--- src/rtl/bps_map.svh ---
// Constants and register map of the battery protection state controller.
// Summary of operation
// RL1 - System error always armed: link, supply, internal faults.
// RL2 - Sense error counts only with self-test enabled.
// RL3 - Discharge wake closes protection FETs, then settles.
// RL4 - Charge wake closes protection FETs, then settles.
// RL5 - Charging state holds all FETs closed.
// RL6 - Discharging state holds all FETs closed.
// RL7 - Charge/discharge switching uses a current hysteresis band.
// RL8 - Standby: host gates gauge, sleeps; alarm wakes it.
// RL9 - Standby PMOS kept; discharge exits, sleep FET last.
// RL10 - Enabled alarm opens protection FETs, enters alarm.
// RL11 - Alarm or safe: open-wire check every 10 s.
// RL12 - Alarm exits only by command with alarms clear.
// RL13 - Safe state: FETs open, no alarm, measuring.
// RL14 - Load detection enabled: load moves to discharge wake.
// RL15 - Charger detection enabled: charger moves to charge wake.
// RL16 - Detection off: only safe command restores activity.
// RL17 - Alarm-reset state clears every alarm latch.
// RL18 - All faults recoverable: auto-recovery, nothing latched.
// RL19 - Any unrecoverable fault: alarm, latch all active faults.
// RL20 - Watchdog expires after 1 s; may reset host.
// RL21 - Auto-standby after low current for configured delay.
// RL22 - Every host write restarts the watchdog interval.
`ifndef BPS_MAP_SVH
`define BPS_MAP_SVH

`define BPS_CLK_MHZ       200
`define BPS_TICK_US       1000
`define BPS_TICK_CYC      (`BPS_TICK_US * `BPS_CLK_MHZ)
`define BPS_TICKS_PER_S   1000
`define BPS_WDOG_S        1
`define BPS_OW_S          10
`define BPS_WDOG_TICKS    (16'(`BPS_WDOG_S * `BPS_TICKS_PER_S))
`define BPS_OW_TICKS      (16'(`BPS_OW_S * `BPS_TICKS_PER_S))

`define BPS_A_DELAY       16'h7FBD
`define BPS_A_THR         16'h7FBF
`define BPS_A_REC         16'h7FC2
`define BPS_A_FEN         16'h7FC4
`define BPS_A_CMD         16'h7FC6
`define BPS_A_STAT        16'h7FC8

`define BPS_FEN_OW        0
`define BPS_FEN_LOAD      1
`define BPS_FEN_CHGR      2
`define BPS_FEN_AUTO      3
`define BPS_FEN_PMOS      4
`define BPS_FEN_WDOG      5
`define BPS_FEN_SELF      6

`define BPS_RST_DELAY     16'h03E8
`define BPS_RST_THR       16'h000A
`define BPS_RST_FEN       8'h06
`define BPS_RST_REC       8'h00

`define BPS_CMD_SLEEP     2'h1
`define BPS_CMD_SAFE      2'h2
`define BPS_HYST_MA       16'sh0032

`define BPS_P_ADDR        12'h000
`define BPS_P_DATA        12'h004
`define BPS_P_GO          12'h008
`define BPS_P_RDATA       12'h00C
`define BPS_P_STAT        12'h010
`define BPS_GO_WR         0
`define BPS_GO_RD         1
`define BPS_STAT_RST      11

`endif

--- src/rtl/bps_pkg.sv ---
// Types shared by both ends of the battery protection link.
`default_nettype none
package bps_pkg;
    typedef enum logic [8:0] {
        charge_wake_state   = 9'h001,
        discharge_wake      = 9'h002,
        charging_state      = 9'h004,
        discharging_state   = 9'h008,
        low_power_state     = 9'h010,
        alarm_state         = 9'h020,
        safe_state          = 9'h040,
        alarm_reset_state   = 9'h080,
        auto_recover_state  = 9'h100
    } bps_state_e;
    typedef logic [15:0] bps_word_t;
endpackage
`default_nettype wire

--- src/rtl/bps_link_if.sv ---
// Link between the host controller and the cell-monitor controller.
`timescale 1ns/1ps
`default_nettype none
interface bps_link_if;
    logic                  req;
    logic                  req_we;
    bps_pkg::bps_word_t    req_addr;
    bps_pkg::bps_word_t    req_wdata;
    logic                  ack;
    bps_pkg::bps_word_t    rdata;
    bps_pkg::bps_state_e   state;
    logic                  wake_host;
    logic                  host_reset;

    modport dev (input req, req_we, req_addr, req_wdata,
                 output ack, rdata, state, wake_host, host_reset);
    modport host (output req, req_we, req_addr, req_wdata,
                  input ack, rdata, state, wake_host, host_reset);
endinterface
`default_nettype wire

--- src/rtl/bps_device.sv ---
// Cell-monitor end: protection state machine, registers and watchdog.
`timescale 1ns/1ps
`default_nettype none
`include "bps_map.svh"
module bps_device #(
    parameter int unsigned TICK_CYC = `BPS_TICK_CYC
) (
    input  wire logic               pclk,
    input  wire logic               presetn,
    bps_link_if.dev                 link,
    input  wire logic signed [15:0] cur_ma,
    input  wire logic               load_det,
    input  wire logic               chgr_det,
    input  wire logic               comm_fail,
    input  wire logic               supply_fail,
    input  wire logic               internal_fault,
    input  wire logic               ref_fault,
    input  wire logic [5:0]         prot_alarm,
    output var  logic               prot_fet_on,
    output var  logic               charge_fet_on,
    output var  logic               discharge_fet,
    output var  logic               sleep_discharge_fet,
    output var  logic               ow_check,
    output var  logic [7:0]         alarm_latch
);
    bps_pkg::bps_state_e st_q, st_d, tgt_q, tgt_d;
    bps_pkg::bps_word_t  delay_q, thr_q, quiet_q, wdog_q, ow_q;
    logic [7:0]  fen_q, rec_q, trig, nonrec, latch_set;
    logic        tick, wr_fire, rd_fire, cmd_fire, cmd_sleep, cmd_safe;
    logic        below, wdog_exp;

    function automatic logic is_active(input bps_pkg::bps_state_e s);
        return s == bps_pkg::charging_state || s == bps_pkg::discharging_state;
    endfunction

    function automatic logic [16:0] mag(input logic signed [15:0] v);
        logic signed [16:0] w;
        w = {v[15], v};
        return w[16] ? 17'(-w) : 17'(w);
    endfunction

    bps_tick #(.CYC(TICK_CYC)) u_tick (
        .pclk    (pclk),
        .presetn (presetn),
        .tick_q  (tick)
    );

    assign wr_fire   = link.req && !link.ack && link.req_we;
    assign rd_fire   = link.req && !link.ack && !link.req_we;
    assign cmd_fire  = wr_fire && link.req_addr == `BPS_A_CMD;
    assign cmd_sleep = cmd_fire && link.req_wdata[1:0] == `BPS_CMD_SLEEP;
    assign cmd_safe  = cmd_fire && link.req_wdata[1:0] == `BPS_CMD_SAFE;
    assign below     = mag(cur_ma) < {1'b0, thr_q};

    // Faults are levels; bit 0 is the system error, bit 1 the sense error.
    assign trig = {prot_alarm,
                   ref_fault && fen_q[`BPS_FEN_SELF], // RL2
                   comm_fail || supply_fail || internal_fault}; // RL1
    assign nonrec = trig & ~rec_q;

    // Register writes and read answers over the link.
    always_ff @(posedge pclk or negedge presetn) begin
        if (!presetn) begin
            delay_q <= `BPS_RST_DELAY;
            thr_q   <= `BPS_RST_THR;
            fen_q   <= `BPS_RST_FEN;
            rec_q   <= `BPS_RST_REC;
        end else if (wr_fire) begin
            case (link.req_addr)
                `BPS_A_DELAY: delay_q <= link.req_wdata;
                `BPS_A_THR:   thr_q   <= link.req_wdata;
                `BPS_A_FEN:   fen_q   <= link.req_wdata[7:0];
                `BPS_A_REC:   rec_q   <= link.req_wdata[7:0];
                default:      ;
            endcase
        end
    end

    always_ff @(posedge pclk or negedge presetn) begin
        if (!presetn) begin
            link.ack   <= 1'b0;
            link.rdata <= 16'h0000;
        end else begin
            link.ack <= link.req && !link.ack;
            if (rd_fire) begin
                case (link.req_addr)
                    `BPS_A_DELAY: link.rdata <= delay_q;
                    `BPS_A_THR:   link.rdata <= thr_q;
                    `BPS_A_FEN:   link.rdata <= {8'h00, fen_q};
                    `BPS_A_REC:   link.rdata <= {8'h00, rec_q};
                    `BPS_A_STAT:  link.rdata <= {alarm_latch, trig};
                    default:      link.rdata <= 16'h0000;
                endcase
            end
        end
    end

    always_comb begin
        st_d  = st_q;
        tgt_d = tgt_q;
        case (st_q)
            bps_pkg::discharge_wake:    st_d = bps_pkg::discharging_state; // RL3
            bps_pkg::charge_wake_state: st_d = bps_pkg::charging_state; // RL4
            bps_pkg::charging_state: begin
                if (cur_ma < -`BPS_HYST_MA) st_d = bps_pkg::discharging_state; // RL7
            end
            bps_pkg::discharging_state: begin
                if (cur_ma > `BPS_HYST_MA) st_d = bps_pkg::charging_state; // RL7
            end
            bps_pkg::low_power_state: begin
                if (fen_q[`BPS_FEN_PMOS] && cur_ma < -`BPS_HYST_MA) begin
                    st_d = bps_pkg::discharging_state; // RL9
                end
                if (cmd_safe) st_d = bps_pkg::safe_state;
            end
            bps_pkg::safe_state: begin
                if (cmd_safe) st_d = bps_pkg::discharge_wake; // RL16
            end
            bps_pkg::alarm_state: begin
                if ((cmd_sleep || cmd_safe) && trig == 8'h00) begin // RL12
                    st_d  = bps_pkg::alarm_reset_state;
                    tgt_d = cmd_sleep ? bps_pkg::low_power_state : bps_pkg::safe_state;
                end
            end
            bps_pkg::alarm_reset_state:  st_d = tgt_q; // RL17
            bps_pkg::auto_recover_state: begin
                if (trig == 8'h00) st_d = bps_pkg::discharge_wake; // RL18
            end
            default: st_d = bps_pkg::safe_state;
        endcase
        if (st_q == bps_pkg::safe_state || st_q == bps_pkg::low_power_state) begin
            if (chgr_det && fen_q[`BPS_FEN_CHGR]) st_d = bps_pkg::charge_wake_state; // RL15
            if (load_det && fen_q[`BPS_FEN_LOAD]) st_d = bps_pkg::discharge_wake; // RL14
        end
        if (is_active(st_q) || st_q == bps_pkg::discharge_wake
                || st_q == bps_pkg::charge_wake_state) begin
            if (is_active(st_q) && fen_q[`BPS_FEN_AUTO] && below
                    && quiet_q >= delay_q) begin
                st_d = bps_pkg::low_power_state; // RL21
            end
            if (cmd_sleep) st_d = bps_pkg::low_power_state;
            if (cmd_safe) st_d = bps_pkg::safe_state;
        end
        // Faults override every other move; an open alarm keeps its own exit.
        if (st_q != bps_pkg::alarm_state && trig != 8'h00) begin
            st_d = (nonrec != 8'h00) ? bps_pkg::alarm_state // RL10 RL19
                                     : bps_pkg::auto_recover_state; // RL18
        end
    end

    always_ff @(posedge pclk or negedge presetn) begin
        if (!presetn) begin
            st_q  <= bps_pkg::safe_state;
            tgt_q <= bps_pkg::safe_state;
            link.state <= bps_pkg::safe_state;
        end else begin
            st_q  <= st_d;
            tgt_q <= tgt_d;
            link.state <= st_d;
        end
    end

    // Latching happens only in the alarm state, so recoverable faults latch too.
    assign latch_set = (st_d == bps_pkg::alarm_state) ? trig : 8'h00; // RL19

    for (genvar i = 0; i < 8; i++) begin : g_latch
        always_ff @(posedge pclk or negedge presetn) begin
            if (!presetn) begin
                alarm_latch[i] <= 1'b0;
            end else begin
                alarm_latch[i] <= latch_set[i] ||
                    (alarm_latch[i] && st_q != bps_pkg::alarm_reset_state); // RL17
            end
        end
    end

    always_ff @(posedge pclk or negedge presetn) begin
        if (!presetn) begin
            prot_fet_on         <= 1'b0;
            charge_fet_on       <= 1'b0;
            discharge_fet       <= 1'b0;
            sleep_discharge_fet <= 1'b0;
        end else begin
            prot_fet_on   <= is_active(st_d) || st_d == bps_pkg::discharge_wake
                             || st_d == bps_pkg::charge_wake_state; // RL3 RL4 RL10 RL13
            charge_fet_on <= is_active(st_d); // RL5 RL6
            discharge_fet <= is_active(st_d); // RL5 RL6
            // The sleep FET opens only once the main FETs are seen closed.
            sleep_discharge_fet <= (st_d == bps_pkg::low_power_state
                                    && fen_q[`BPS_FEN_PMOS])
                || (sleep_discharge_fet && !(charge_fet_on && discharge_fet)); // RL9
        end
    end

    // Quiet-current timer for automatic standby, counted in ticks.
    always_ff @(posedge pclk or negedge presetn) begin
        if (!presetn) begin
            quiet_q <= 16'h0000;
        end else if (!(is_active(st_q) && below)) begin
            quiet_q <= 16'h0000;
        end else if (tick && quiet_q != 16'hFFFF) begin
            quiet_q <= quiet_q + 16'h0001; // RL21
        end
    end

    always_ff @(posedge pclk or negedge presetn) begin
        if (!presetn) begin
            ow_q     <= 16'h0000;
            ow_check <= 1'b0;
        end else begin
            ow_check <= 1'b0;
            if (!fen_q[`BPS_FEN_OW] || !(st_q == bps_pkg::alarm_state
                                         || st_q == bps_pkg::safe_state)) begin
                ow_q <= 16'h0000;
            end else if (tick) begin
                if (ow_q == `BPS_OW_TICKS - 16'h0001) begin
                    ow_q     <= 16'h0000;
                    ow_check <= 1'b1; // RL11
                end else begin
                    ow_q <= ow_q + 16'h0001;
                end
            end
        end
    end

    assign wdog_exp = tick && wdog_q == `BPS_WDOG_TICKS - 16'h0001;

    always_ff @(posedge pclk or negedge presetn) begin
        if (!presetn) begin
            wdog_q          <= 16'h0000;
            link.host_reset <= 1'b0;
            link.wake_host  <= 1'b0;
        end else begin
            if (wr_fire || wdog_exp) begin
                wdog_q <= 16'h0000; // RL22
            end else if (tick) begin
                wdog_q <= wdog_q + 16'h0001;
            end
            link.host_reset <= wdog_exp && !wr_fire && fen_q[`BPS_FEN_WDOG]; // RL20
            link.wake_host  <= st_q == bps_pkg::low_power_state
                && (st_d == bps_pkg::alarm_state
                    || st_d == bps_pkg::auto_recover_state); // RL8
        end
    end
endmodule
`default_nettype wire

--- src/rtl/bps_tick.sv ---
// Divider that gives a one-cycle enable pulse every CYC clocks.
`timescale 1ns/1ps
`default_nettype none
module bps_tick #(
    parameter int unsigned CYC = 1000
) (
    input  wire logic pclk,
    input  wire logic presetn,
    output var  logic tick_q
);
    logic [31:0] cnt_q;

    always_ff @(posedge pclk or negedge presetn) begin
        if (!presetn) begin
            cnt_q  <= 32'h0000_0000;
            tick_q <= 1'b0;
        end else if (cnt_q == 32'(CYC - 1)) begin
            cnt_q  <= 32'h0000_0000;
            tick_q <= 1'b1;
        end else begin
            cnt_q  <= cnt_q + 32'h0000_0001;
            tick_q <= 1'b0;
        end
    end
endmodule
`default_nettype wire

--- src/flat_wrapper.sv ---
// flat-port wrapper written by rule: the top's interface ports become plain ports
module bps_device_flat 
#(
    parameter int unsigned TICK_CYC = `BPS_TICK_CYC
)
  (pclk, presetn, cur_ma, load_det, chgr_det, comm_fail, supply_fail, internal_fault, ref_fault, prot_alarm, prot_fet_on, charge_fet_on, discharge_fet, sleep_discharge_fet, ow_check, alarm_latch, link_req, link_req_we, link_req_addr, link_req_wdata, link_ack, link_rdata, link_state, link_wake_host, link_host_reset);
  bps_link_if link_i ();
  input  wire logic pclk;
  input  wire logic presetn;
  input  wire logic signed [15:0] cur_ma;
  input  wire logic load_det;
  input  wire logic chgr_det;
  input  wire logic comm_fail;
  input  wire logic supply_fail;
  input  wire logic internal_fault;
  input  wire logic ref_fault;
  input  wire logic [5:0] prot_alarm;
  output var  logic prot_fet_on;
  output var  logic charge_fet_on;
  output var  logic discharge_fet;
  output var  logic sleep_discharge_fet;
  output var  logic ow_check;
  output var  logic [7:0] alarm_latch;
  input wire logic [$bits(link_i.req)-1:0] link_req;
  input wire logic [$bits(link_i.req_we)-1:0] link_req_we;
  input wire logic [$bits(link_i.req_addr)-1:0] link_req_addr;
  input wire logic [$bits(link_i.req_wdata)-1:0] link_req_wdata;
  output wire logic [$bits(link_i.ack)-1:0] link_ack;
  output wire logic [$bits(link_i.rdata)-1:0] link_rdata;
  output wire logic [$bits(link_i.state)-1:0] link_state;
  output wire logic [$bits(link_i.wake_host)-1:0] link_wake_host;
  output wire logic [$bits(link_i.host_reset)-1:0] link_host_reset;
  assign link_i.req = link_req;
  assign link_i.req_we = link_req_we;
  assign link_i.req_addr = link_req_addr;
  assign link_i.req_wdata = link_req_wdata;
  assign link_ack = link_i.ack;
  assign link_rdata = link_i.rdata;
  assign link_state = link_i.state;
  assign link_wake_host = link_i.wake_host;
  assign link_host_reset = link_i.host_reset;
  bps_device #(.TICK_CYC(TICK_CYC)) u_core (.pclk(pclk), .presetn(presetn), .link(link_i), .cur_ma(cur_ma), .load_det(load_det), .chgr_det(chgr_det), .comm_fail(comm_fail), .supply_fail(supply_fail), .internal_fault(internal_fault), .ref_fault(ref_fault), .prot_alarm(prot_alarm), .prot_fet_on(prot_fet_on), .charge_fet_on(charge_fet_on), .discharge_fet(discharge_fet), .sleep_discharge_fet(sleep_discharge_fet), .ow_check(ow_check), .alarm_latch(alarm_latch));
endmodule
--- config.mk ---
export PLATFORM = sky130hd
export DESIGN_NAME = bps_device_flat
export DESIGN_NICKNAME = d
export VERILOG_FILES = /design/src/rtl/bps_pkg.sv /design/src/rtl/bps_link_if.sv /design/src/rtl/bps_device.sv /design/src/rtl/bps_tick.sv /design/src/flat_wrapper.sv
export VERILOG_INCLUDE_DIRS = /design/src /design/src/rtl
export SDC_FILE = /design/constraint.sdc
export NUM_CORES = 1
export LEC_CHECK = 0
export BUFFER_PORTS_ARGS = -buffer_cell sky130_fd_sc_hd__buf_2
export CORE_MARGIN = 4
export CORE_UTILIZATION = 25
export CTS_BUF_LIST = sky130_fd_sc_hd__clkbuf_2 sky130_fd_sc_hd__clkbuf_4 sky130_fd_sc_hd__clkbuf_8
export DETAILED_ROUTE_END_ITERATION = 8
export PLACE_DENSITY = 0.43
export REMOVE_ABC_BUFFERS = 1
export SLEW_MARGIN = 20
export SYNTH_ARGS = -nofsm -noshare
export SYNTH_HDL_FRONTEND = slang
export SYNTH_SLANG_ARGS = --single-unit
--- constraint.sdc ---
create_clock -name pclk -period 2.84 [get_ports pclk]
set_input_delay 0.568 -clock pclk [delete_from_list [all_inputs] [get_ports pclk]]
set_output_delay 0.568 -clock pclk [all_outputs]
set_load 0.03 [all_outputs]
# Word-level counts from Yosys, hierarchy flattened
# Index checks and enable logic that the tools add are counted.
word_totals:
  ff_bits: 178
  output_inout_bits: 41
op_classes:
  mux: 33
  addsub: 5
  n_reduce_logical: 70
  order_cmp: 4
  n_eq_ne: 31
  bitwise: 2
ops:
  columns: ["operator", "count"]
  rows:
  - ["two-way mux 9 bit", 16]
  - ["two-way mux 16 bit", 7]
  - ["== test 16 x 15 -> 1 bit (second input constant)", 6]
  - ["one-hot mux 9 bit (9 select lines)", 1]
  - ["one-hot mux 16 bit (5 select lines)", 1]
  - ["adder 16 x 1 -> 16 bit (second input constant)", 3]
  - ["adder 32 x 1 -> 32 bit (second input constant)", 1]
  - ["== test 32 x 18 -> 1 bit (second input constant)", 1]
  - ["two-way mux 32 bit", 1]
  - ["logical AND 1 bit", 31]
  - ["logical OR 1 bit", 23]
  - ["== test 9 x 1 -> 1 bit (second input constant)", 2]
  - ["== test 9 x 2 -> 1 bit (second input constant)", 2]
  - ["== test 9 x 3 -> 1 bit (second input constant)", 2]
  - ["== test 9 x 4 -> 1 bit (second input constant)", 2]
  - ["== test 9 x 5 -> 1 bit (second input constant)", 2]
  - ["== test 9 x 6 -> 1 bit (second input constant)", 2]
  - ["== test 9 bit (second input constant)", 2]
  - ["less-than comparator 17 x 16 -> 1 bit", 1]
  - ["two-way mux 17 bit", 1]
  - ["negation 16 -> 17 bit", 1]
  - ["== test 16 x 10 -> 1 bit (second input constant)", 1]
  - ["== test 16 x 14 -> 1 bit (second input constant)", 1]
  - [">= comparator 16 bit", 1]
  - ["20 further kinds", 34]

# Depth between registers and ports, before layout
# Gate-level depths: netlist (run 1).
depth:
  depth_word: 21
  ltp_mapped: 14
  ltp_nobuf: 13

# Cells and area by module
# From an unflattened synthesis (run 1), not the netlist that was laid out.
unflattened:
  cells_unflattened: 1005
  hier_area_um2: 9598.0
by_module_without_submodules:
  columns: ["mod", "seq_area_each_um2", "area_each_um2", "instances", "cells_per_inst"]
  rows:
  - ["bps_device", 3468.3, 8034.0, 1, 860]
  - ["bps_tick", 825.8, 1564.0, 1, 145]

# Worst setup path before layout (run 1)
# Ideal clock, no wire load.
synth_path:
  path_type: "input port to flip-flop"
  from: "input cur_ma[5]"
  to: "register u_core.prot_fet_on"
  t_arrival_ns: 3.373
  setup_slack_ns: -0.671
  stages: 13
  path_cell_list: "nor4_1 > nand3_1 > o41ai_1 > xnor2_1 > ha_1 > a21o_1 > a221oi_1 > o221ai_1 > a221o_1 > buf_6 > a21o_4 > a21oi_2 > a311oi_1"
synth_between:
  elab_chain_cells: 17
synth_rtl:
  columns: ["item", "line_no", "source"]
  rows:
  - ["from (decl)", "flat_wrapper.sv:10", "input wire logic signed [15:0] cur_ma;"]
  - ["branches (longest 11 deep; another with negation 16 -> 17 bit)", null, null]
  - ["two-way mux 9 bit *", "bps_device.sv:135", "if (is_active(st_q) || st_q == bps_pkg::discharge_wake"]
  - ["two-way mux 9 bit *", "bps_device.sv:145", "if (st_q != bps_pkg::alarm_state && trig != 8'h00) begin"]
  - ["== test 9 x 3 -> 1 bit / == test 9 x 4 -> 1 bit (equally long branches)", "bps_device.sv:33", "return s == bps_pkg::charging_state || s == bps_pkg::discharging_state;"]
  - ["logical OR 1 bit", "bps_device.sv:33", null]
  - ["logical OR 1 bit", "bps_device.sv:184", "prot_fet_on <= is_active(st_d) || st_d == bps_pkg::discharge_wake"]
  - ["logical OR 1 bit *", "bps_device.sv:185", "|| st_d == bps_pkg::charge_wake_state;"]
  - ["to (signal assigned)", "bps_device.sv:184", null]
  - ["to (decl)", "bps_device.sv:19", "output var logic prot_fet_on,"]
# Every way passes the cells marked *.
# A chain may end at the register's enable or synchronous reset.

# Worst setup path in the final report (run 1)
layout_path:
  from: "input cur_ma[2]"
  to: "register u_core.prot_fet_on"
# Same word-level chain as after synthesis.

==> load_flow_metrics.sql, run 1 <==
INSERT INTO impl_metrics (metric_group, metric, value, unit) VALUES
('place', 'placement.cell_area', '11300', 'um^2'),
('routing', 'total_number_of_vias', '8012', ''),
('finish', 'syn2layout_area_growth', '23.4', '%'),
('timing', 'rsz_0062_raised_after_global_routing', 'yes', ''),
('yosys', 'syn_inst', '964', ''),
('critical_path', 'cp-start-kind', 'input port', ''),
('floorplan', 'dieArea', '41500', 'um^2'),
('timing', 'finalCritPeriodShare', '1.04', ''),
('finish', 'num-nets-final', '1250', ''),
('finish', 'finalInstanceArea', '11800', 'um^2'),
('floorplan', 'die_width', '204', 'um'),
('critical_path', 'r2r_start', 'u_core.link.state[8]', ''),
('critical_path', 'reg2reg_to', 'u_core.prot_fet_on', ''),
('yosys', 'yosys.cell_count.top_type', 'sky130_fd_sc_hd__dfrtp_1', ''),
('cts', 'tritoncts_clock_tree', 'built', ''),
('routing', 'dr.first_iter.drc_count', '641', ''),
('cts', 'clock_latency', '0.47', 'ns'),
('yosys', 'synthXorXnorAreaFrac', '0.0668', ''),
('yosys', 'post_synth_edffs', '0', ''),
('cts', 'clkSlewWorstSetupHoldPaths', '0.10', 'ns'),
('critical_path', 'worst_ep_required_time', '3.18', 'ns'),
('timing', 'setup_ws', '-0.109', 'ns'),
('floorplan', 'core-area', '37800', 'um^2'),
('yosys', 'synthAdderAreaFrac', '0.0484', ''),
('power', 'power.share.clock', '0.328', ''),
('power', 'internal_power', '3410', 'uW'),
('critical_path', 'critical_path.endpoint_type', 'flip-flop', ''),
('run_status', 'run_status', 'complete, but fails checks', ''),
('floorplan', 'rows', '71', ''),
('run_status', 'failed_checks', 'setup timing', ''),
('routing', 'drt_pre_antenna_iters', '5', ''),
('routing', 'wl_per_cell', '17.4', 'um'),
('yosys', 'synth_area', '9570', 'um^2'),
('yosys', 'synth_area_leader_cell', 'sky130_fd_sc_hd__dfrtp_1', ''),
('global_routing', 'largest_net_degree_at_the_start_of_global_routing', '60', ''),
('global_routing', 'grt-ovfl-total', '0', ''),
('critical_path', 'count_of_buffering_cells_on_the_critical_path_with_inverters_included', '2', ''),
('floorplan', 'starting_density_of_the_core', '0.254', ''),
('critical_path', 'worst-setup-path-type', 'in2reg', ''),
('place', 'dp_hpwl', '21.7', 'mm'),
('global_routing', 'first_global_vias', '8105', ''),
('yosys', 'synth.top_cells.by_area', 'sky130_fd_sc_hd__dfrtp_1 (42%), sky130_fd_sc_hd__mux2_2 (5.8%), sky130_fd_sc_hd__ha_1 (4.8%)', ''),
('power', 'power.leakage', '0.00521', 'uW'),
('power', 'irDropWorstVdd', '0.269', 'mV'),
('routing', 'final_antenna_net_count', '0', ''),
('power', 'p_per_area', '415', 'nW/um^2'),
('floorplan', 'die-height', '204', 'um'),
('timing', 'setup_violations', '5', ''),
('floorplan', 'io_pins', '105', ''),
('critical_path', 'critical_path.max_fanout', '4', ''),
('timing', 'worstMarginPinSlew', '0.712', 'ns'),
('timing', 'period_minus_slack', '2.95', 'ns'),
('min_path', 'holdCritPathClass', 'in2async', ''),
('power', 'total_power', '4900', 'uW'),
('yosys', 'combinational_family_with_the_most_area_after_synthesis', 'simple AND/OR/NAND/NOR gates', ''),
('cts', 'cts.path.max_buffers', '2', ''),
('critical_path', 'timing.critical_path.from', 'cur_ma[2]', ''),
('cts', 'hold_fix_buffer_count_after_cts', '0', ''),
('cts', 'clockRootBuffer', 'sky130_fd_sc_hd__clkbuf_8', ''),
('critical_path', 'worst_path_slowest_cell', 'sky130_fd_sc_hd__a221o_1', ''),
('global_routing', 'antenna_found_initial', '0', ''),
('global_routing', 'grt.total_usage', '0.142', ''),
('routing', 'drcViolationCount', '0', ''),
('yosys', 'netlist-cell-type-count', '82', ''),
('yosys', 'synth-seq-area-share', '0.449', ''),
('timing', 'fin_worst_hold_slack', '0.0525', 'ns'),
('yosys', 'ys_warn_count', '0', ''),
('yosys', 'synth_compound_gate_area_share', '0.140', ''),
('routing', 'avgViaCountPerCell', '4.79', ''),
('place', 'place_inst', '1639', ''),
('yosys', 'synthFlopType', 'sky130_fd_sc_hd__dfrtp_1', '');
-- timing repair --
action                                  in CTS  in global routing
resized for setup                           13                  7
buffers inserted                             2                  1
endpoints found under the setup margin      22                 22
pin swaps                                   10                  7
hold endpoints to repair                     0                  0
gates cloned                                 0                  0
-- logic make-up (layout without fill, tap and decap cells) --
family,after synthesis,in the layout
adder cells (fa/ha/maj),37,37
buffers and inverters,87,285
AO/OA/AOI/OAI,192,192
multiplexers,52,52
other,0,1
AND/OR/NAND/NOR,352,352
flip-flops,171,171
XOR/XNOR,73,73
-- routing by layer --
layer / vias up / track usage / share of wire
met5: - / 0 / 0
met4: 0 / 0.0308 / 0.013
met3: 19 / 0.0251 / 0.049
met2: 201 / 0.221 / 0.45
met1: 3901 / 0.208 / 0.49
li1: 3891 / - / -
-- layout by cell type (no fill, tap or decap), drive strengths merged, types with 7 or more instances in the layout --
cell type / synthesis / final
a21o: 13 / 13
a21oi: 41 / 41
a222oi: 16 / 16
a22o: 7 / 7
a22oi: 10 / 10
and2: 7 / 7
and3: 18 / 18
buf: 10 / 196
clkbuf: 20 / 18
clkinv: 0 / 8
dfrtp: 159 / 159
dfstp: 12 / 12
ha: 37 / 37
inv: 57 / 59
mux2: 49 / 49
nand2: 74 / 74
nand2b: 17 / 17
nand3: 39 / 39
nand4: 30 / 30
nor2: 74 / 74
nor2b: 10 / 10
nor3: 19 / 19
nor4: 17 / 17
o21ai: 45 / 45
o31ai: 11 / 11
or3: 12 / 12
xnor2: 43 / 43
xor2: 30 / 30
-- worst register-to-register path, stage by stage (launching register included) --
cell and delay [ns]:
sky130_fd_sc_hd__dfrtp_1 0.41, sky130_fd_sc_hd__buf_4 0.17, sky130_fd_sc_hd__nor4b_1 0.58, sky130_fd_sc_hd__nor3b_2 0.27, sky130_fd_sc_hd__buf_4 0.18, sky130_fd_sc_hd__a32oi_1 0.09
sky130_fd_sc_hd__a221oi_1 0.40, sky130_fd_sc_hd__nor2_1 0.12, sky130_fd_sc_hd__a311oi_1 0.28
-- stage by stage --
stage                     worst slack (ns)   util
after global placement              -0.879  0.300
after CTS                           -0.169  0.312
final                               -0.109  0.313
after global routing                -0.235  0.313
after detailed placement            -0.883  0.300
after floorplan                     -0.772      -
-- how the worst max path moves through the flow --
stage                           endpoint  slack, ns  depth (start not counted)
global placement      u_core.prot_fet_on      -0.88                         14
detailed placement  u_core.charge_fet_on      -0.88                         14
global route          u_core.prot_fet_on      -0.23                         14
finish                u_core.prot_fet_on      -0.11                         14
floorplan             u_core.prot_fet_on      -0.77                         12
CTS                   u_core.prot_fet_on      -0.17                         14
-- area by class of cell --
class                           instances  share of cell area
Antenna cell                            1            0.000212
Clock buffer                           18              0.0210
Clock inverter                         14             0.00837
Inverter                               57              0.0181
Multi-Input combinational cell        706               0.426
Sequential cell                       171               0.364
Tap cell                              511              0.0541
Timing Repair Buffer                  196               0.109
-- state kept, by name, summed over array words and instances, names as in the netlist, 2 cells and up --
register             flops
u_core.u_tick.cnt_q     32
u_core.alarm_latch       8
u_core.wdog_q           16
u_core.delay_q          16
u_core.thr_q            16
u_core.link.state        9
u_core.link.rdata       16
u_core.quiet_q          16
u_core.tgt_q             2
u_core.ow_q             16
u_core.rec_q             8
u_core.fen_q             8
-- power by group through the flow --
stage / Sequential, uW / Combinational (uW) / Clock, uW
final: 2470 / 827 / 1610
after global routing: 2470 / 910 / 1770
after CTS: 2470 / 824 / 1660
after detailed placement: 2510 / 806 / 0
after global placement: 2510 / 807 / 0
after floorplan: 2550 / 343 / 0
(Power assumes the default switching activity.)
==> inputs of run 2 (changes only) <==
- CAP_MARGIN: not set -> 10
- PLACE_DENSITY: 0.43 -> not set
==> load_flow_metrics.sql, run 2 (same netlist as run 1, synthesis figures left out) <==
INSERT INTO impl_metrics (metric_group, metric, value, unit) VALUES
('global_routing', 'grt-ovfl-total', '0', ''),
('timing', 'worstMarginPinSlew', '1.06', 'ns'),
('floorplan', 'starting_density_of_the_core', '0.254', ''),
('routing', 'drcViolationCount', '0', ''),
('global_routing', 'first_global_vias', '8064', ''),
('cts', 'tritoncts_clock_tree', 'built', ''),
('timing', 'finalCritPeriodShare', '1.06', ''),
('min_path', 'holdCritPathClass', 'in2async', ''),
('finish', 'mostFrequentLayoutCell', 'sky130_fd_sc_hd__dfrtp_1', ''),
('routing', 'wl_per_cell', '16.5', 'um'),
('timing', 'final_max_slew_viol_count', '0', ''),
('critical_path', 'critical_path.endpoint_type', 'flip-flop', ''),
('critical_path', 'count_of_buffering_cells_on_the_critical_path_with_inverters_included', '4', ''),
('power', 'total_power', '4940', 'uW'),
('place', 'dp_hpwl', '21.0', 'mm'),
('critical_path', 'worst-setup-path-type', 'in2reg', ''),
('critical_path', 'worst_path_slowest_cell', 'sky130_fd_sc_hd__a221o_1', ''),
('critical_path', 'cp-start-kind', 'input port', ''),
('routing', 'wl', '27.4', 'mm'),
('timing', 'rsz_0062_raised_after_global_routing', 'yes', ''),
('cts', 'clock_sinks', '171', ''),
('finish', 'syn2layout_area_growth', '22.5', '%'),
('finish', 'post_route_cells_drive_above_1_share', '0.270', ''),
('global_routing', 'largest_net_degree_at_the_start_of_global_routing', '60', ''),
('critical_path', 'critPathArrivalTime', '3.33', 'ns'),
('critical_path', 'critical_path.max_fanout', '4', ''),
('critical_path', 'critical-path-top-cell-by-count', 'sky130_fd_sc_hd__buf_4', ''),
('global_routing', 'antenna_found_initial', '2', ''),
('critical_path', 'cpPeakStageDelay', '0.39', 'ns'),
('finish', 'n_fill_cell', '3915', ''),
('power', 'irDropWorstVdd', '0.262', 'mV'),
('finish', 'largest_register_ffs', '32', ''),
('floorplan', 'die-height', '204', 'um'),
('timing', 'fmax', '332', 'MHz'),
('cts', 'cts_htree_levels', '4', ''),
('floorplan', 'die_width', '204', 'um'),
('timing', 'report.final.hold_viol_count', '0', ''),
('place', 'portBuffers', '104', ''),
('run_status', 'failed_checks', 'setup timing', ''),
('timing', 'setup_violations', '5', ''),
('timing', 'clock_skew', '0.0141', 'ns'),
('cts', 'hold_fix_buffer_count_after_cts', '0', ''),
('power', 'p_per_area', '421', 'nW/um^2'),
('critical_path', 'critical_path_s_top_delay_family', 'compound AO/OA/AOI/OAI gates', ''),
('critical_path', 'worst_ep_required_time', '3.16', 'ns'),
('floorplan', 'core-area', '37800', 'um^2'),
('routing', 'drt_pre_antenna_iters', '6', ''),
('cts', 'cts.path.max_buffers', '2', ''),
('global_routing', 'grt_pass1_wl', '43.6', 'mm'),
('floorplan', 'rows', '71', ''),
('timing', 'setup_ws', '-0.170', 'ns'),
('routing', 'dr.first_iter.drc_count', '704', ''),
('routing', 'final_antenna_net_count', '0', ''),
('finish', 'final_cell_count_without_fillers', '1661', ''),
('critical_path', 'crit_path_cell_trace', 'buf_8 > nor4_4 > buf_4 > buf_4 > a21oi_2 > buf_4 > xor2_1 > ha_1 > a211o_1 > a21oi_1 > o221ai_2 > a221o_1 > a21o_4 > a21oi_4 > a311oi_1', ''),
('finish', 'num-nets-final', '1236', ''),
('global_routing', 'grt.total_usage', '0.131', ''),
('cts', 'clkSlewWorstSetupHoldPaths', '0.08', 'ns'),
('cts', 'clock_latency', '0.46', 'ns'),
('timing', 'slew-limit-headroom', '0.289', ''),
('finish', 'top_register_by_number_of_flip_flops', 'u_core.u_tick.cnt_q', ''),
('routing', 'avgViaCountPerCell', '4.84', ''),
('routing', 'total_number_of_vias', '8044', ''),
('finish', 'mostFrequentLayoutCells', 'sky130_fd_sc_hd__dfrtp_1 (159), sky130_fd_sc_hd__buf_2 (101), sky130_fd_sc_hd__buf_4 (76), sky130_fd_sc_hd__nand2_1 (73), sky130_fd_sc_hd__nor2_1 (70)', ''),
('timing', 'period_minus_slack', '3.01', 'ns'),
('power', 'power.leakage', '0.00516', 'uW'),
('floorplan', 'io_pins', '105', ''),
('floorplan', 'dieArea', '41500', 'um^2'),
('place', 'routability_congestion', '0.875', ''),
('cts', 'cts-buffers-inserted', '17', ''),
('run_status', 'run_status', 'complete, but fails checks', ''),
('place', 'place_inst', '1624', ''),
('cts', 'clockRootBuffer', 'sky130_fd_sc_hd__clkbuf_8', ''),
('job', 'max_cap_violations', '0', '');
## run 2: path summary, 6_finish.rpt
path / from / depth (start not counted) / endpoint / slack, ns
setup reg to reg: u_core.link.state[3] / 7 / u_core.prot_fet_on / 0.15
max in group asynchronous: presetn / 2 / u_core.link.state[6] / 1.96
hold reg to reg: u_core.u_tick.cnt_q[31] / 1 / u_core.u_tick.cnt_q[31] / 0.48
min in group pclk: link_req_wdata[10] / 2 / u_core.thr_q[10] / 0.36
setup / recovery: cur_ma[4] / 15 / u_core.prot_fet_on / -0.17
hold / removal: presetn / 1 / u_core.link.rdata[9] / 0.08
## run 2: final cells by class
type                       count  area, um^2  share of cell area
antenna                        2        5.00            0.000427
clock buffer                  25         313              0.0267
clock inverter                 7        66.3             0.00565
inverter                      57         214              0.0182
multi-input combinational    706        5040               0.430
sequential                   171        4290               0.366
tap                          511         639              0.0545
timing repair buffer         182        1150              0.0984
## run 2: report_power, final
part	internal, uW	total [uW]	leakage, uW	switching [uW]
Combinational	299	758	0.00268	459
Sequential	2450	2490	0.00228	36.2
Clock	809	1690	0.000201	882
## run 2: per-stage QoR
step	setup slack, ns	utilization	TNS, ns	cell area, um^2	hold WS, ns
after floorplan	-0.772	-	-10.55	9430	0.272
after global placement	-1.11	0.297	-19.95	11200	0.454
after detailed placement	-1.08	0.297	-19.33	11200	0.458
after CTS	-0.185	0.309	-0.921	11700	0.0732
after global routing	-0.274	0.311	-2.86	11700	0.0862
final	-0.170	0.311	-0.741	11700	0.0843
## run 2: timing repair
item | 4_1_cts | 5_1_grt
resized for setup | 13 | 10
buffers inserted | 1 | 4
pin swaps | 12 | 13
setup endpoints to repair | 22 | 22
## run 2: layer usage
layer	routed length, um	up-vias	global-route usage
li1	-	3859	-
met1	12400	3907	0.177
met2	12700	246	0.212
met3	1940	30	0.0329
met4	403	2	0.0294
met5	12	-	0
